[src/logic/gpwk_pkg.sv]
// Purpose: Shared constants and types for the seven-port GPIO block with wake-up
// Assumes: Byte-wide data memory access from the processor core
// Notes: Register indices are word addresses on the core's data memory port
package gpwk_pkg;
    localparam int GPWK_PORTS = 7;
    localparam int GPWK_PINS = 8;
    // Register slots within a port group (port group base = port * 4)
    localparam logic [7:0] GPWK_SLOT_DATA = 8'h00;
    localparam logic [7:0] GPWK_SLOT_DIR = 8'h01;
    localparam logic [7:0] GPWK_SLOT_PULL = 8'h02;
    localparam logic [7:0] GPWK_SLOT_WAKE = 8'h03;
    localparam logic [7:0] GPWK_GROUP_STRIDE = 8'h04;
    // Port A slot 3 holds the low edge register; the high one sits after port G
    localparam logic [7:0] GPWK_ADDR_EDGE_LOW = 8'h03;
    localparam logic [7:0] GPWK_ADDR_EDGE_HIGH = 8'h1C;
    localparam logic [7:0] GPWK_ADDR_LAST = 8'h1C;
    // Port index of the one port with a missing pin
    localparam int GPWK_PORT_E = 4;
    localparam logic [7:0] GPWK_MASK_FULL = 8'hFF;
    localparam logic [7:0] GPWK_MASK_PORT_E = 8'hFD;
    // Reset values
    localparam logic [7:0] GPWK_RST_REG = 8'h00;
    // Two-bit edge codes for port A wake-up
    localparam logic [1:0] GPWK_EDGE_OFF = 2'h0;
    localparam logic [1:0] GPWK_EDGE_RISE = 2'h1;
    localparam logic [1:0] GPWK_EDGE_FALL = 2'h2;
    localparam logic [1:0] GPWK_EDGE_BOTH = 2'h3;

    typedef enum logic {GPWK_RUN, GPWK_SLEEP} gpwk_mode_t;

    typedef logic [GPWK_PORTS-1:0][GPWK_PINS-1:0] gpwk_bank_t;

    // Software-visible configuration
    typedef struct packed {
        gpwk_bank_t data;
        gpwk_bank_t dir;
        gpwk_bank_t pull;
        gpwk_bank_t wake;
        logic [7:0] edge_low;
        logic [7:0] edge_high;
    } gpwk_cfg_t;

    // Pin-facing outputs, all registered
    typedef struct packed {
        gpwk_bank_t level;
        gpwk_bank_t drive_en;
        gpwk_bank_t pull_en;
    } gpwk_pad_t;
endpackage

[src/logic/gpwk_ports.sv]
// Purpose: Seven 8-bit general purpose ports with pull-ups and pin wake-up
// Assumes: Pin inputs and core strobes synchronous to clk_sys_i
// Notes: Read data appears one cycle after the read strobe
//
// Behaviour
// RQ1: Data latch bit sets the level driven on an output pin.
// RQ2: Direction bit 0 makes pin push-pull output, 1 makes it input.
// RQ3: Pull-up bit 1 enables the weak pull-up, 0 disables it.
// RQ4: Wake enable bit per pin on ports B to G turns wake-up on.
// RQ5: Reading an input pin samples its live level at the read edge.
// RQ6: The external source holds the input level stable at the read edge.
// RQ7: Data latch holds its value until software writes it again.
// RQ8: Pull-up acts only for input or open-drain pins, else stays off.
// RQ9: Wake-up acts only in GPIO function and while powered down.
// RQ10: Falling edge on enabled port B to G pin requests wake-up.
// RQ11: Port A pin wakes on rising, falling or both per selection.
// RQ12: Port A polarity is per pin across two edge registers.
// RQ13: Unimplemented bits, port E bit 1 included, ignore writes, read 0.
// RQ14: Halt enters sleep; a qualifying pin wake-up ends it.
// RQ15: Port A edge code 00 off, 01 rise, 10 fall, 11 both.
// RQ16: Reading an output pin returns its latch, not the pin level.
// RQ17: Pins pass two synchroniser stages before wake edge detection.
// RQ18: All configuration registers reset to zero.
`timescale 1ns/1ps
module gpwk_ports
    import gpwk_pkg::*;
(
    // Clock and reset
    input wire logic clk_sys_i,
    input wire logic rst_i,
    // Core data memory port
    input wire logic [7:0] mem_addr_i,
    input wire logic mem_wr_i,
    input wire logic mem_rd_i,
    input wire logic [7:0] mem_wdata_i,
    output logic [7:0] mem_rdata_o,
    // Power control
    input wire logic halt_i,
    output logic sleep_o,
    output logic wake_req_o,
    // Pin-sharing state from the function selector
    input wire gpwk_bank_t gpio_sel_i,
    input wire gpwk_bank_t open_drain_i,
    // Pads
    input wire gpwk_bank_t pin_i,
    output gpwk_bank_t pin_o,
    output gpwk_bank_t pin_oe_o,
    output gpwk_bank_t pullup_en_o
);

    // Whole module state in one record
    typedef struct packed {
        gpwk_cfg_t cfg;
        gpwk_bank_t sync_a;
        gpwk_bank_t sync_b;
        gpwk_bank_t prev;
        gpwk_pad_t pad;
        logic [7:0] rdata;
        logic wake;
        gpwk_mode_t mode;
    } gpwk_state_t;

    gpwk_state_t state_ff;
    gpwk_state_t nxt_state;

    // Implemented-bit mask of a port
    function automatic logic [7:0] gpwk_mask(input int port);
        return (port == GPWK_PORT_E) ? GPWK_MASK_PORT_E : GPWK_MASK_FULL;
    endfunction

    // Port A edge match for one pin
    function automatic logic gpwk_edge_hit(input logic [1:0] code, input logic old_lvl,
                                           input logic new_lvl);
        logic rise;
        logic fall;
        rise = !old_lvl && new_lvl;
        fall = old_lvl && !new_lvl;
        case (code)
            GPWK_EDGE_RISE: return rise; // RQ15
            GPWK_EDGE_FALL: return fall; // RQ15
            GPWK_EDGE_BOTH: return rise || fall; // RQ15
            default: return 1'b0; // RQ15
        endcase
    endfunction

    // Next-state logic
    always_comb begin
        logic [7:0] wbits;
        logic [7:0] rbits;
        logic [15:0] codes;
        logic hit;
        logic [7:0] base;
        wbits = 8'h00;
        rbits = 8'h00;
        codes = 16'h0000;
        hit = 1'b0;
        base = 8'h00;
        nxt_state = state_ff;

        // Register writes; masked bits never store
        for (int p = 0; p < GPWK_PORTS; p++) begin
            base = 8'(p) * GPWK_GROUP_STRIDE;
            wbits = mem_wdata_i & gpwk_mask(p); // RQ13
            if (mem_wr_i && mem_addr_i == base + GPWK_SLOT_DATA) begin
                nxt_state.cfg.data[p] = wbits; // RQ1 RQ7
            end
            if (mem_wr_i && mem_addr_i == base + GPWK_SLOT_DIR) begin
                nxt_state.cfg.dir[p] = wbits; // RQ2
            end
            if (mem_wr_i && mem_addr_i == base + GPWK_SLOT_PULL) begin
                nxt_state.cfg.pull[p] = wbits; // RQ3
            end
            if (p != 0 && mem_wr_i && mem_addr_i == base + GPWK_SLOT_WAKE) begin
                nxt_state.cfg.wake[p] = wbits; // RQ4
            end
        end
        if (mem_wr_i && mem_addr_i == GPWK_ADDR_EDGE_LOW) begin
            nxt_state.cfg.edge_low = mem_wdata_i; // RQ12
        end
        if (mem_wr_i && mem_addr_i == GPWK_ADDR_EDGE_HIGH) begin
            nxt_state.cfg.edge_high = mem_wdata_i; // RQ12
        end

        // Read mux; inputs come live from the pad, outputs from the latch
        for (int p = 0; p < GPWK_PORTS; p++) begin
            base = 8'(p) * GPWK_GROUP_STRIDE;
            if (mem_addr_i == base + GPWK_SLOT_DATA) begin
                rbits = (state_ff.cfg.dir[p] & pin_i[p]) |
                        (~state_ff.cfg.dir[p] & state_ff.cfg.data[p]); // RQ5 RQ16
            end else if (mem_addr_i == base + GPWK_SLOT_DIR) begin
                rbits = state_ff.cfg.dir[p];
            end else if (mem_addr_i == base + GPWK_SLOT_PULL) begin
                rbits = state_ff.cfg.pull[p];
            end else if (p != 0 && mem_addr_i == base + GPWK_SLOT_WAKE) begin
                rbits = state_ff.cfg.wake[p];
            end
        end
        if (mem_addr_i == GPWK_ADDR_EDGE_LOW) begin
            rbits = state_ff.cfg.edge_low;
        end
        if (mem_addr_i == GPWK_ADDR_EDGE_HIGH) begin
            rbits = state_ff.cfg.edge_high;
        end
        // Unmapped addresses read zero; data held between reads
        if (mem_rd_i) begin
            nxt_state.rdata = (mem_addr_i > GPWK_ADDR_LAST) ? 8'h00 : rbits; // RQ13
        end

        // Two-stage synchroniser, edges taken only past the second stage
        nxt_state.sync_a = pin_i; // RQ17
        nxt_state.sync_b = state_ff.sync_a; // RQ17
        nxt_state.prev = state_ff.sync_b; // RQ17

        // Wake-up detection, gated by GPIO function and sleep
        codes = {state_ff.cfg.edge_high, state_ff.cfg.edge_low};
        for (int i = 0; i < GPWK_PINS; i++) begin
            if (gpio_sel_i[0][i] &&
                gpwk_edge_hit(codes[2*i +: 2], state_ff.prev[0][i], state_ff.sync_b[0][i])) begin
                hit = 1'b1; // RQ11
            end
        end
        for (int p = 1; p < GPWK_PORTS; p++) begin
            if (|(state_ff.cfg.wake[p] & gpio_sel_i[p] &
                  state_ff.prev[p] & ~state_ff.sync_b[p])) begin
                hit = 1'b1; // RQ10 RQ4
            end
        end
        // Request only while powered down; a pulse of one cycle
        nxt_state.wake = hit && (state_ff.mode == GPWK_SLEEP); // RQ9

        // Sleep state; wake beats a halt in the same cycle
        case (state_ff.mode)
            GPWK_RUN: begin
                if (halt_i) begin
                    nxt_state.mode = GPWK_SLEEP; // RQ14
                end
            end
            GPWK_SLEEP: begin
                if (nxt_state.wake) begin
                    nxt_state.mode = GPWK_RUN; // RQ14
                end
            end
            default: begin
                nxt_state.mode = GPWK_RUN;
            end
        endcase

        // Pad drive from the new configuration so pins follow writes at once
        nxt_state.pad.level = nxt_state.cfg.data; // RQ1
        for (int p = 0; p < GPWK_PORTS; p++) begin
            nxt_state.pad.drive_en[p] = ~nxt_state.cfg.dir[p] & gpwk_mask(p); // RQ2
            // Pull-up would fight a push-pull driver, so only inputs or open-drain
            nxt_state.pad.pull_en[p] = nxt_state.cfg.pull[p] &
                (nxt_state.cfg.dir[p] | open_drain_i[p]) & gpwk_mask(p); // RQ3 RQ8
        end
    end

    // State register
    always_ff @(posedge clk_sys_i) begin
        if (rst_i) begin
            state_ff <= '0; // RQ18
        end else begin
            state_ff <= nxt_state;
        end
    end

    // Outputs straight from flip-flops
    assign mem_rdata_o = state_ff.rdata;
    assign sleep_o = (state_ff.mode == GPWK_SLEEP);
    assign wake_req_o = state_ff.wake;
    assign pin_o = state_ff.pad.level;
    assign pin_oe_o = state_ff.pad.drive_en;
    assign pullup_en_o = state_ff.pad.pull_en;

endmodule // gpwk_ports

[config.mk]
export PLATFORM = sky130hd
export DESIGN_NAME = gpwk_ports
export DESIGN_NICKNAME = d
export VERILOG_FILES = /design/src/logic/gpwk_pkg.sv /design/src/logic/gpwk_ports.sv
export SDC_FILE = /design/constraint.sdc
export NUM_CORES = 1
export LEC_CHECK = 0
export BUFFER_PORTS_ARGS = -buffer_cell sky130_fd_sc_hd__buf_2
export CAP_MARGIN = 10
export CORE_ASPECT_RATIO = 0.7
export CORE_MARGIN = 4
export CORE_UTILIZATION = 46
export CTS_CLUSTER_DIAMETER = 60
export DETAILED_ROUTE_END_ITERATION = 10
export PLACE_DENSITY = 0.67
export SYNTH_ARGS = -nofsm -noshare
export SYNTH_HDL_FRONTEND = slang
export SYNTH_SLANG_ARGS = --single-unit
[constraint.sdc]
create_clock -name clk_sys_i -period 4.4 [get_ports clk_sys_i]
set_clock_uncertainty 0.1 [all_clocks]
set_input_delay 0.22 -clock clk_sys_i [delete_from_list [all_inputs] [get_ports clk_sys_i]]
set_output_delay 0.22 -clock clk_sys_i [all_outputs]
set_load 0.005 [all_outputs]
---- Yosys cells after proc, flatten, opt, wreduce, memory -nomap -nowiden ----
Cells that the tools add are included.
W data, S select, Z words.
storage, ports and cells
  register bits ........................... 521
  bits in latches ......................... 0
  bits in writable memories ............... 0
  memory bits (read-only) ................. 0
  input bits .............................. 189
  output and inout bits ................... 178
  memories ................................ 0
operators by class
  $add $sub $neg .......................... 0
  $mul .................................... 0
  divide/modulo/power cells ............... 0
  magnitude comparators ................... 1
  equal/unequal tests ..................... 52
  shift operators ......................... 0
  muxes and demuxes ....................... 76
  bitwise operators ....................... 74
  reduce and logical (&&, ||, !) cells .... 85
operator list
  operator              number
  $mux W8               51
  $and A8 B8 Y8         39
  $not A8 Y8            20
  $or A8 B8 Y8          14
  $eq A8 B5 Y1 const B  13
  $eq A8 B4 Y1 const B  8
  $logic_and A1 B1 Y1   54
  $reduce_or A8 Y1      6
  $eq A2 B2 Y1 const B  16
  $eq A8 B3 Y1 const B  4
  $pmux W1 S3           8
  $eq A2 B1 Y1 const B  8
  $eq A8 B2 Y1 const B  2
  $logic_not A1 Y1      16
  $mux W1               16
  $eq A8 B1 Y1 const B  1
  $gt A8 B5 Y1 const B  1
  $logic_not A8 Y1      1
  $logic_or A1 B1 Y1    8
  $pmux W1 S2           1
  $not A1 Y1            1

---- Depth between registers and ports, before layout ----
Gate-level depths: netlist of run 1.
  word-level depth ........................ 31
  mapped depth ............................ 11
  mapped depth without buffers ............ 9

---- Worst setup path before layout of run 1 ----
OpenSTA, ideal clock, no wires.
  path type ............................... input port to flip-flop
  start point ............................. input mem_addr_i[4]
  end point ............................... register state_ff, in the netlist mem_rdata_o[6]
  arrival ................................. 2,217 ps
  required time ........................... 4,226 ps
  slack ................................... 2,009 ps
  stages on the path ...................... 9
  cell sequence ........................... buf_2 -> or4_1 -> buf_2 -> nor3_4 -> o2111ai_1 -> a222oi_1 -> o221ai_1 -> a211o_1 -> a31oi_1
between the ends
  word-level cells in the longest chain between the ends .. 31
  elaborated cells between the ends (all ways) .. 60
  those cells by class .................... order compare (1); eq/ne (28); mux (30); reduce/logical (1)
ends and longest elaborated chain
  what                  line               text
  start, declared       gpwk_ports.sv:32   input wire logic [7:0] mem_addr_i,
  $eq A8 B2 Y1          gpwk_ports.sv:132  end else if (mem_addr_i == base + GPWK_SLOT_PULL) begin
  $mux W8               gpwk_ports.sv:132
  $mux W8               gpwk_ports.sv:130  end else if (mem_addr_i == base + GPWK_SLOT_DIR) begin
  $mux W8               gpwk_ports.sv:127  if (mem_addr_i == base + GPWK_SLOT_DATA) begin
  $mux W8               gpwk_ports.sv:134  end else if (p != 0 && mem_addr_i == base + GPWK_SLOT_WAKE) begin
  $mux W8               gpwk_ports.sv:132
  $mux W8               gpwk_ports.sv:130
  $mux W8               gpwk_ports.sv:127
  [... 15 more ...]     --
  $mux W8               gpwk_ports.sv:127
  $mux W8               gpwk_ports.sv:134
  $mux W8               gpwk_ports.sv:132
  $mux W8               gpwk_ports.sv:130
  $mux W8               gpwk_ports.sv:127
  $mux W8               gpwk_ports.sv:138  if (mem_addr_i == GPWK_ADDR_EDGE_LOW) begin
  $mux W8               gpwk_ports.sv:141  if (mem_addr_i == GPWK_ADDR_EDGE_HIGH) begin
  $mux W8 *             gpwk_ports.sv:146  nxt_state.rdata = (mem_addr_i > GPWK_ADDR_LAST) ? 8'h00 : rbits;
  end signal, assigned  gpwk_ports.sv:203  state_ff <= nxt_state;
  end, declared         gpwk_ports.sv:63   gpwk_state_t state_ff;
Mark *: on every way between the ends. The rest lies on a longest branch, timed or not.
A chain may end at the register's enable or synchronous reset.

---- Worst setup path in the final report of run 1 ----
  start point ............................. register state_ff[490] (netlist name)
  end point ............................... register state_ff, in the netlist mem_rdata_o[0]
between the ends
  word-level cells in the longest chain between the ends .. 23
  elaborated cells between the ends (all ways) .. 25
  those cells by class .................... mux (21); bitwise (4)
ends and longest elaborated chain
  what              line               text
  $not A8 Y8        gpwk_ports.sv:129  (~state_ff.cfg.dir[p] & state_ff.cfg.data[p]);
  $and A8 B8 Y8     gpwk_ports.sv:129
  $or A8 B8 Y8      gpwk_ports.sv:128  rbits = (state_ff.cfg.dir[p] & pin_i[p]) |
  $mux W8 *         gpwk_ports.sv:127
  $mux W8 *         gpwk_ports.sv:134
  $mux W8 *         gpwk_ports.sv:132
  $mux W8 *         gpwk_ports.sv:130
  $mux W8 *         gpwk_ports.sv:127
  [... 7 more ...]  --
  $mux W8 *         gpwk_ports.sv:127
  $mux W8 *         gpwk_ports.sv:134
  $mux W8 *         gpwk_ports.sv:132
  $mux W8 *         gpwk_ports.sv:130
  $mux W8 *         gpwk_ports.sv:127
  $mux W8 *         gpwk_ports.sv:138
  $mux W8 *         gpwk_ports.sv:141
  $mux W8 *         gpwk_ports.sv:146
Marks and branches as above.

==> impl_metrics.csv, run 1 <==
group,metric,value,unit
final_layout,final_common_cell,"dfxtp_1",
floorplan,die_y,189.0,um
floorplan,die_area,50360,um^2
cts,numCtsBuffers,50,
timing,final_max_slew_viol_count,0,
worst_setup_path,path_class,"reg -> reg",
final_layout,utilization,55.55,%
power_and_ir_drop,cellLeakagePower,9.992,nW
route,totalWireLength,83.93,mm
logic_synthesis,synth_compound_area_share,14.34,%
cts,cts_resized,0,
floorplan,placementRows,65,
cts,cts_tree,"yes",
placement,gp_congestion,0.9863,
power_and_ir_drop,intPower,7.641,mW
route,viasPerCell,5.717,
cts,cts_setup_buffers,0,
grt,first_global_vias,17620,
run,drv_cap,0,
route,drtPass1Iterations,8,
power_and_ir_drop,p_seq_share,48.0,%
cts,postCtsHoldBufs,111,
logic_synthesis,synth_fa_ha_area_share,0.9303,%
logic_synthesis,synth_edf_count,0,
worst_setup_path,cp_common_cell,"a31oi_1",
logic_synthesis,synth_cell_types,67,
power_and_ir_drop,p_comb_share,6.3,%
worst_setup_path,slowest_stage,"mux2i_1",
grt,gr-usage-met1,48.99,%
outcome,status,"finished clean",
final_layout,nNetsFinal,2861,
logic_synthesis,synth-simple-area-share,21.30,%
worst_setup_path,required,4.73,ns
worst_setup_path,path_cells,"mux2i_1 > nor4_1 > a211o_1 > a31oi_1 > nor2_1 > o21ai_0 > a31oi_1",
timing,period_share,64.93,%
min_path,hold_class,"in -> reg",
route,drt-initial-drc-count,2305,
timing,maxSlewHeadroom,27.62,%
logic_synthesis,avgSynthCellArea,8.866,um^2
power_and_ir_drop,p_per_area,393.0,nW/um^2
timing,rsz0062_at_grt,"no",
timing,finalHoldViolations,0,
route,drcViolationCount,0,
placement,io_buffers,361,
logic_synthesis,synth_seq_cells,515,
cts,clkSinkCount,515,
logic_synthesis,yosysWarnings,0,
logic_synthesis,async_flop_share,0,%
worst_setup_path,cp_max_fo,3,
cts,cts_max_level,2,
grt,grt_antenna_before_repair,5,
floorplan,die_x,266.5,um
cts,root_buffer,"clkbuf_16",
timing,max_freq,350.0,MHz
worst_setup_path,cpPeakStageDelay,0.63,ns
power_and_ir_drop,swShare,23.28,%
grt,grt_pass1_wl,119.1,mm
grt,met3_usage,9.470,%
final_layout,area_growth,17.78,%
grt,gr-usage-met2,44.87,%
grt,grt_use_total,31.84,%
power_and_ir_drop,p_switching,2.318,mW
logic_synthesis,synth_top_family_by_area,"simple AND/OR/NAND/NOR gates",
timing,setup_tns,0,ns
worst_setup_path,worstSetupEndpointType,"flip-flop",
logic_synthesis,synth_top_flop_cell,"dfxtp_1",
power_and_ir_drop,ir_worst_vdd,300.2,uV
logic_synthesis,synth_cells,2427,
timing,fin_ws,1.543,ns
grt,busiest_layer,"met1",
final_layout,fillers,4143,
logic_synthesis,synth-xor-area-share,0,%
cts,clockBufferDepth,3,
timing,fin_crit,2.857,ns
power_and_ir_drop,p_clk_share,45.7,%
timing,worst_slew_pin_slew,1.085,ns
placement,hpwl,61.93,mm
route,drtAntennaViolNets,0,
grt,grt_max_degree,189,
grt,overflow,0,
route,vias,18880,
floorplan,core-area,45630,um^2
worst_setup_path,critPathLaunchType,"flip-flop",
final_layout,drive_above_1_share,20.47,%
cts,clk_pin_slew_worst_paths,0.07,ns
worst_setup_path,crit_arrival,3.18,ns
floorplan,io-pin-count,367,
placement,pre_cts_ws,1.234,ns
cts,worstSkewPairLatency,0.58,ns
logic_synthesis,synthMuxAreaShare,6.239,%
logic_synthesis,synth_area,21520,um^2
final_layout,final_cell_mix,"dfxtp_1 (515), buf_2 (359), nand2_1 (342)",
logic_synthesis,seq_area_frac_synth,47.91,%
timing,setup_viol_count_final,0,
floorplan,start_util,47.16,%
route,wl_per_cell,25.42,um
## power groups by stage
stage                     Sequential, mW  Combinational [mW]  Clock, mW
after global routing                4.79               0.665       4.79
after floorplan                     4.87               0.305          0
after CTS                           4.78               0.613       4.59
final                               4.78               0.629       4.55
after global placement              4.88               0.531          0
after detailed placement            4.89               0.534          0
## synthesized netlist by cell type, types with 7 or more instances
library cell  count  area [um^2]
a211oi_1         16        120.1
a21o_1           10        75.07
a21oi_1         216         1081
a22oi_1          17        127.6
a31oi_1          21        131.4
and3_1            7        43.79
buf_1            12        45.04
buf_2             9        45.04
buf_4           176         1321
clkbuf_1        131        491.7
dfxtp_1         515        10310
ha_1             16        200.2
inv_1            24        90.09
mux2_2           65        732.0
mux2i_1          61        610.6
nand2_1         342         1284
nand3_1          69        345.3
nand4_1          16        100.1
nand4b_1         47        411.6
nor2_1          135        506.7
nor2b_1         235         1470
nor3_1           14        70.07
nor4_1           13        81.33
o211ai_1         10        75.07
o21a_1           56        420.4
o21ai_0          75        375.4
o22ai_1          20        125.1
## stage by stage
step           total power, mW  hold slack, ns  area, um^2  cells
6_report                 9.959         0.03280       25340   3302
3_5_place_dp             5.420          0.3204       22460   3096
2_1_floorplan            5.179          0.2438       21530   2429
3_3_place_gp             5.416          0.3163       22460   3096
5_1_grt                  10.24         0.04801       25340   3299
4_1_cts                  9.985         0.01496       25340   3299
## sequential cells by signal (all words and copies together) (netlist names)
name / flops
mem_rdata_o: 8
pullup_en_o: 55
nxt_state: 110
pin_oe_o: 55
wake_req_o: 1
state_ff: 230
sleep_o: 1
pin_o: 55
## cell type report
class | count | area [um^2] | area share [%]
Sequential cell | 515 | 10310 | 40.68
Multi-Input combinational cell | 1562 | 9231 | 36.43
Timing Repair Buffer | 503 | 3188 | 12.58
Clock buffer | 67 | 1459 | 5.757
Tap cell | 603 | 754.5 | 2.977
Clock inverter | 25 | 302.8 | 1.195
Inverter | 24 | 90.09 | 0.3555
Antenna cell | 3 | 7.507 | 0.02962
## critical path: cells and delay by family (launching register included)
family,cells,cell delay [ns]
AO/OA/AOI/OAI,4,1.16
flip-flops,1,0.59
multiplexers,1,0.63
AND/OR/NAND/NOR,2,0.24
## per-layer routing
metal	vias to the layer above	share of wire, %
li1	8612	-
met2	983	40
met4	4	1.4
met1	9180	46
met3	99	12
met5	-	0.032
## worst paths after layout
| kind | slack [ns] | cells after the start | to | startpoint |
|---|---|---|---|---|
| min reg2reg | 0.33 | 1 | nxt_state[191] | nxt_state[247] |
| max | 1.54 | 7 | mem_rdata_o[0] | state_ff[490] |
| min | 0.03 | 3 | pin_o[14] | mem_wr_i |
| max reg2reg | 1.54 | 7 | mem_rdata_o[0] | state_ff[490] |
## cell families (layout without fill, tap and decap cells)
| logic type | Yosys count | after routing |
|---|---|---|
| AO/OA/AOI/OAI | 503 | 503 |
| flip-flops | 515 | 515 |
| buffers and inverters | 352 | 619 |
| multiplexers | 126 | 126 |
| adder cells (fa/ha/maj) | 16 | 16 |
| other | 1 | 6 |
| AND/OR/NAND/NOR | 914 | 914 |
Note: power is estimated with default switching activity, not from simulation.
==> inputs of run 2 (changes only) <==
==> constraint.sdc (replaced) <==
create_clock -name clk_sys_i -period 2.7 [get_ports clk_sys_i]
set_clock_uncertainty 0.1 [all_clocks]
set_input_delay 0.135 -clock clk_sys_i [delete_from_list [all_inputs] [get_ports clk_sys_i]]
set_output_delay 0.135 -clock clk_sys_i [all_outputs]
set_load 0.005 [all_outputs]
==> run 2 against run 1 <==
Sequential share of layout area down 1.1 points. Clock power grew 60%. Final area grew 2.9%. Die area is the same. Cell count rose by 2.4%. Combinational power grew 78%. Flip-flop and latch count is the same. Critical endpoint is now mem_rdata_o[4]. Worst setup slack got worse by 1.3 ns.
==> impl_metrics.csv, run 2 (synthesis gave the netlist of run 1 again) <==
group,metric,value,unit
outcome,status,"finished clean",
final_layout,antenna_cells,0,
min_path,hold_class,"in -> reg",
route,drcViolationCount,0,
final_layout,final_area,26080,um^2
cts,cts_setup_buffers,0,
timing,rsz0062_at_grt,"no",
timing,fin_ws,0.2523,ns
worst_setup_path,crit_arrival,2.79,ns
timing,max_freq,408.5,MHz
power_and_ir_drop,p_comb_share,6.9,%
cts,numCtsBuffers,48,
worst_setup_path,reg2reg_from,"state_ff[494]",
placement,hpwl,65.79,mm
power_and_ir_drop,ir_worst_vdd,454.9,uV
run,drv_cap,0,
final_layout,largest_reg_flops,230,
floorplan,io-pin-count,367,
min_path,min_from,"gpio_sel_i[2]",
worst_setup_path,critPathLaunch,"state_ff[494]",
cts,clkSinkCount,515,
power_and_ir_drop,p_switching,3.744,mW
placement,io_buffers,361,
final_layout,stdcell_count,3382,
timing,fin_crit,2.448,ns
grt,grt_use_total,33.13,%
route,vias,19340,
grt,grt_pass1_wl,123.5,mm
route,totalWireLength,87.04,mm
final_layout,drive_above_1_share,22.27,%
final_layout,nNetsFinal,2945,
final_layout,regMostFlops,"state_ff",
floorplan,placementRows,65,
timing,worst_slew_pin_slew,0.9185,ns
cts,worstSkewPairLatency,0.58,ns
grt,grt_max_degree,152,
route,drtAntennaViolNets,0,
grt,overflow,0,
cts,clk_pin_slew_worst_paths,0.07,ns
grt,first_global_vias,18260,
floorplan,core-area,45630,um^2
power_and_ir_drop,p_clk_share,44.9,%
timing,hold-worst-slack,0.02529,ns
cts,root_buffer,"clkbuf_16",
timing,maxSlewHeadroom,38.77,%
timing,final_max_slew_viol_count,0,
floorplan,die_x,266.5,um
floorplan,die_area,50360,um^2
route,drtPass1Iterations,5,
power_and_ir_drop,intPower,12.44,mW
placement,dp_cells,3167,
floorplan,start_util,47.16,%
final_layout,final_cell_mix,"dfxtp_1 (515), buf_2 (359), nand2_1 (342)",
worst_setup_path,required,3.04,ns
route,drt-initial-drc-count,2537,
placement,gp_congestion,1.004,
floorplan,die_y,189.0,um
power_and_ir_drop,p_per_area,620.4,nW/um^2
route,viasPerCell,5.719,
placement,place_area,23100,um^2
timing,finalHoldViolations,0,
grt,grt_antenna_before_repair,3,
timing,setup_viol_count_final,0,
cts,cts_tree,"yes",
worst_setup_path,worstSetupEndpointType,"flip-flop",
cts,cts_max_level,2,
route,wl_per_cell,25.74,um
final_layout,final_common_cell,"dfxtp_1",
worst_setup_path,critPathLaunchType,"flip-flop",
final_layout,area_growth,21.19,%
power_and_ir_drop,p_seq_share,48.2,%
power_and_ir_drop,cellLeakagePower,10.43,nW
worst_setup_path,cp_max_fo,2,
worst_setup_path,path_class,"reg -> reg",
cts,clockBufferDepth,3,
timing,period_share,90.66,%
final_layout,utilization,57.16,%
power_and_ir_drop,swShare,23.14,%
placement,pre_cts_ws,-0.005888,ns
==> run 2: cell count changes in the layout (fill, tap and decap cells not counted), moves of 2 or more <==
cell	change
clkinv_2	-7
inv_6	-2
dlygate4sd3_1	+15
clkbuf_16	-3
buf_4	+63
diode_2	-3
clkbuf_8	+8
buf_12	+8
==> run 2: area by class of cell <==
type	count	area, um^2
inverters	24	90.09
well taps	603	754.5
flip-flops and latches	515	10310
multi-input cells	1562	9231
fillers	4029	19550
repair buffers	589	3971
clock buffers	73	1498
clock inverters	16	224.0
==> run 2: critical path, cell delays in order, from the launching register on <==
cell and delay (ns):
dfxtp_1 0.53, mux2i_1 0.38, nor4_1 0.09, buf_4 0.16
a211o_1 0.30, a31oi_1 0.20, nor2_1 0.11, o21ai_1 0.33
a31oi_1 0.13
==> run 2: final timing paths <==
path	to	slack, ns	depth (start not counted)
worst max-delay path	mem_rdata_o[4]	0.25	8
worst min-delay path	sleep_o	0.03	5
worst max register to register	mem_rdata_o[4]	0.25	8
worst min register to register	nxt_state[183]	0.33	1
==> run 2: stage by stage <==
| stage | TNS, ns | power (mW) |
|---|---|---|
| final | 0 | 16.18 |
| after global routing | 0 | 16.63 |
| after CTS | 0 | 16.20 |
| after detailed placement | -0.005983 | 8.904 |
| after global placement | 0 | 8.894 |
| after floorplan | 0 | 8.441 |
==> run 2: what timing repair did <==
item	in CTS	in global routing
hold buffers	126	0
resized for setup	0	0
endpoints found under the hold margin	169	0
==> run 2: per-layer routing <==
| metal | GRT usage [%] | vias up | routed length [um] |
|---|---|---|---|
| li1 | - | 8786 | - |
| met1 | 49.89 | 9388 | 39940 |
| met2 | 45.40 | 1048 | 34140 |
| met3 | 12.55 | 116 | 11490 |
| met4 | 5.401 | 4 | 1455 |
| met5 | 0 | - | 18 |
==> run 2: power groups by stage <==
stage / registers (mW) / logic (mW) / clock network (mW)
2_1_floorplan: 7.94 / 0.496 / 0
3_3_place_gp: 7.96 / 0.934 / 0
3_5_place_dp: 7.96 / 0.940 / 0
4_1_cts: 7.79 / 1.08 / 7.32
5_1_grt: 7.81 / 1.18 / 7.65
6_report: 7.80 / 1.12 / 7.27
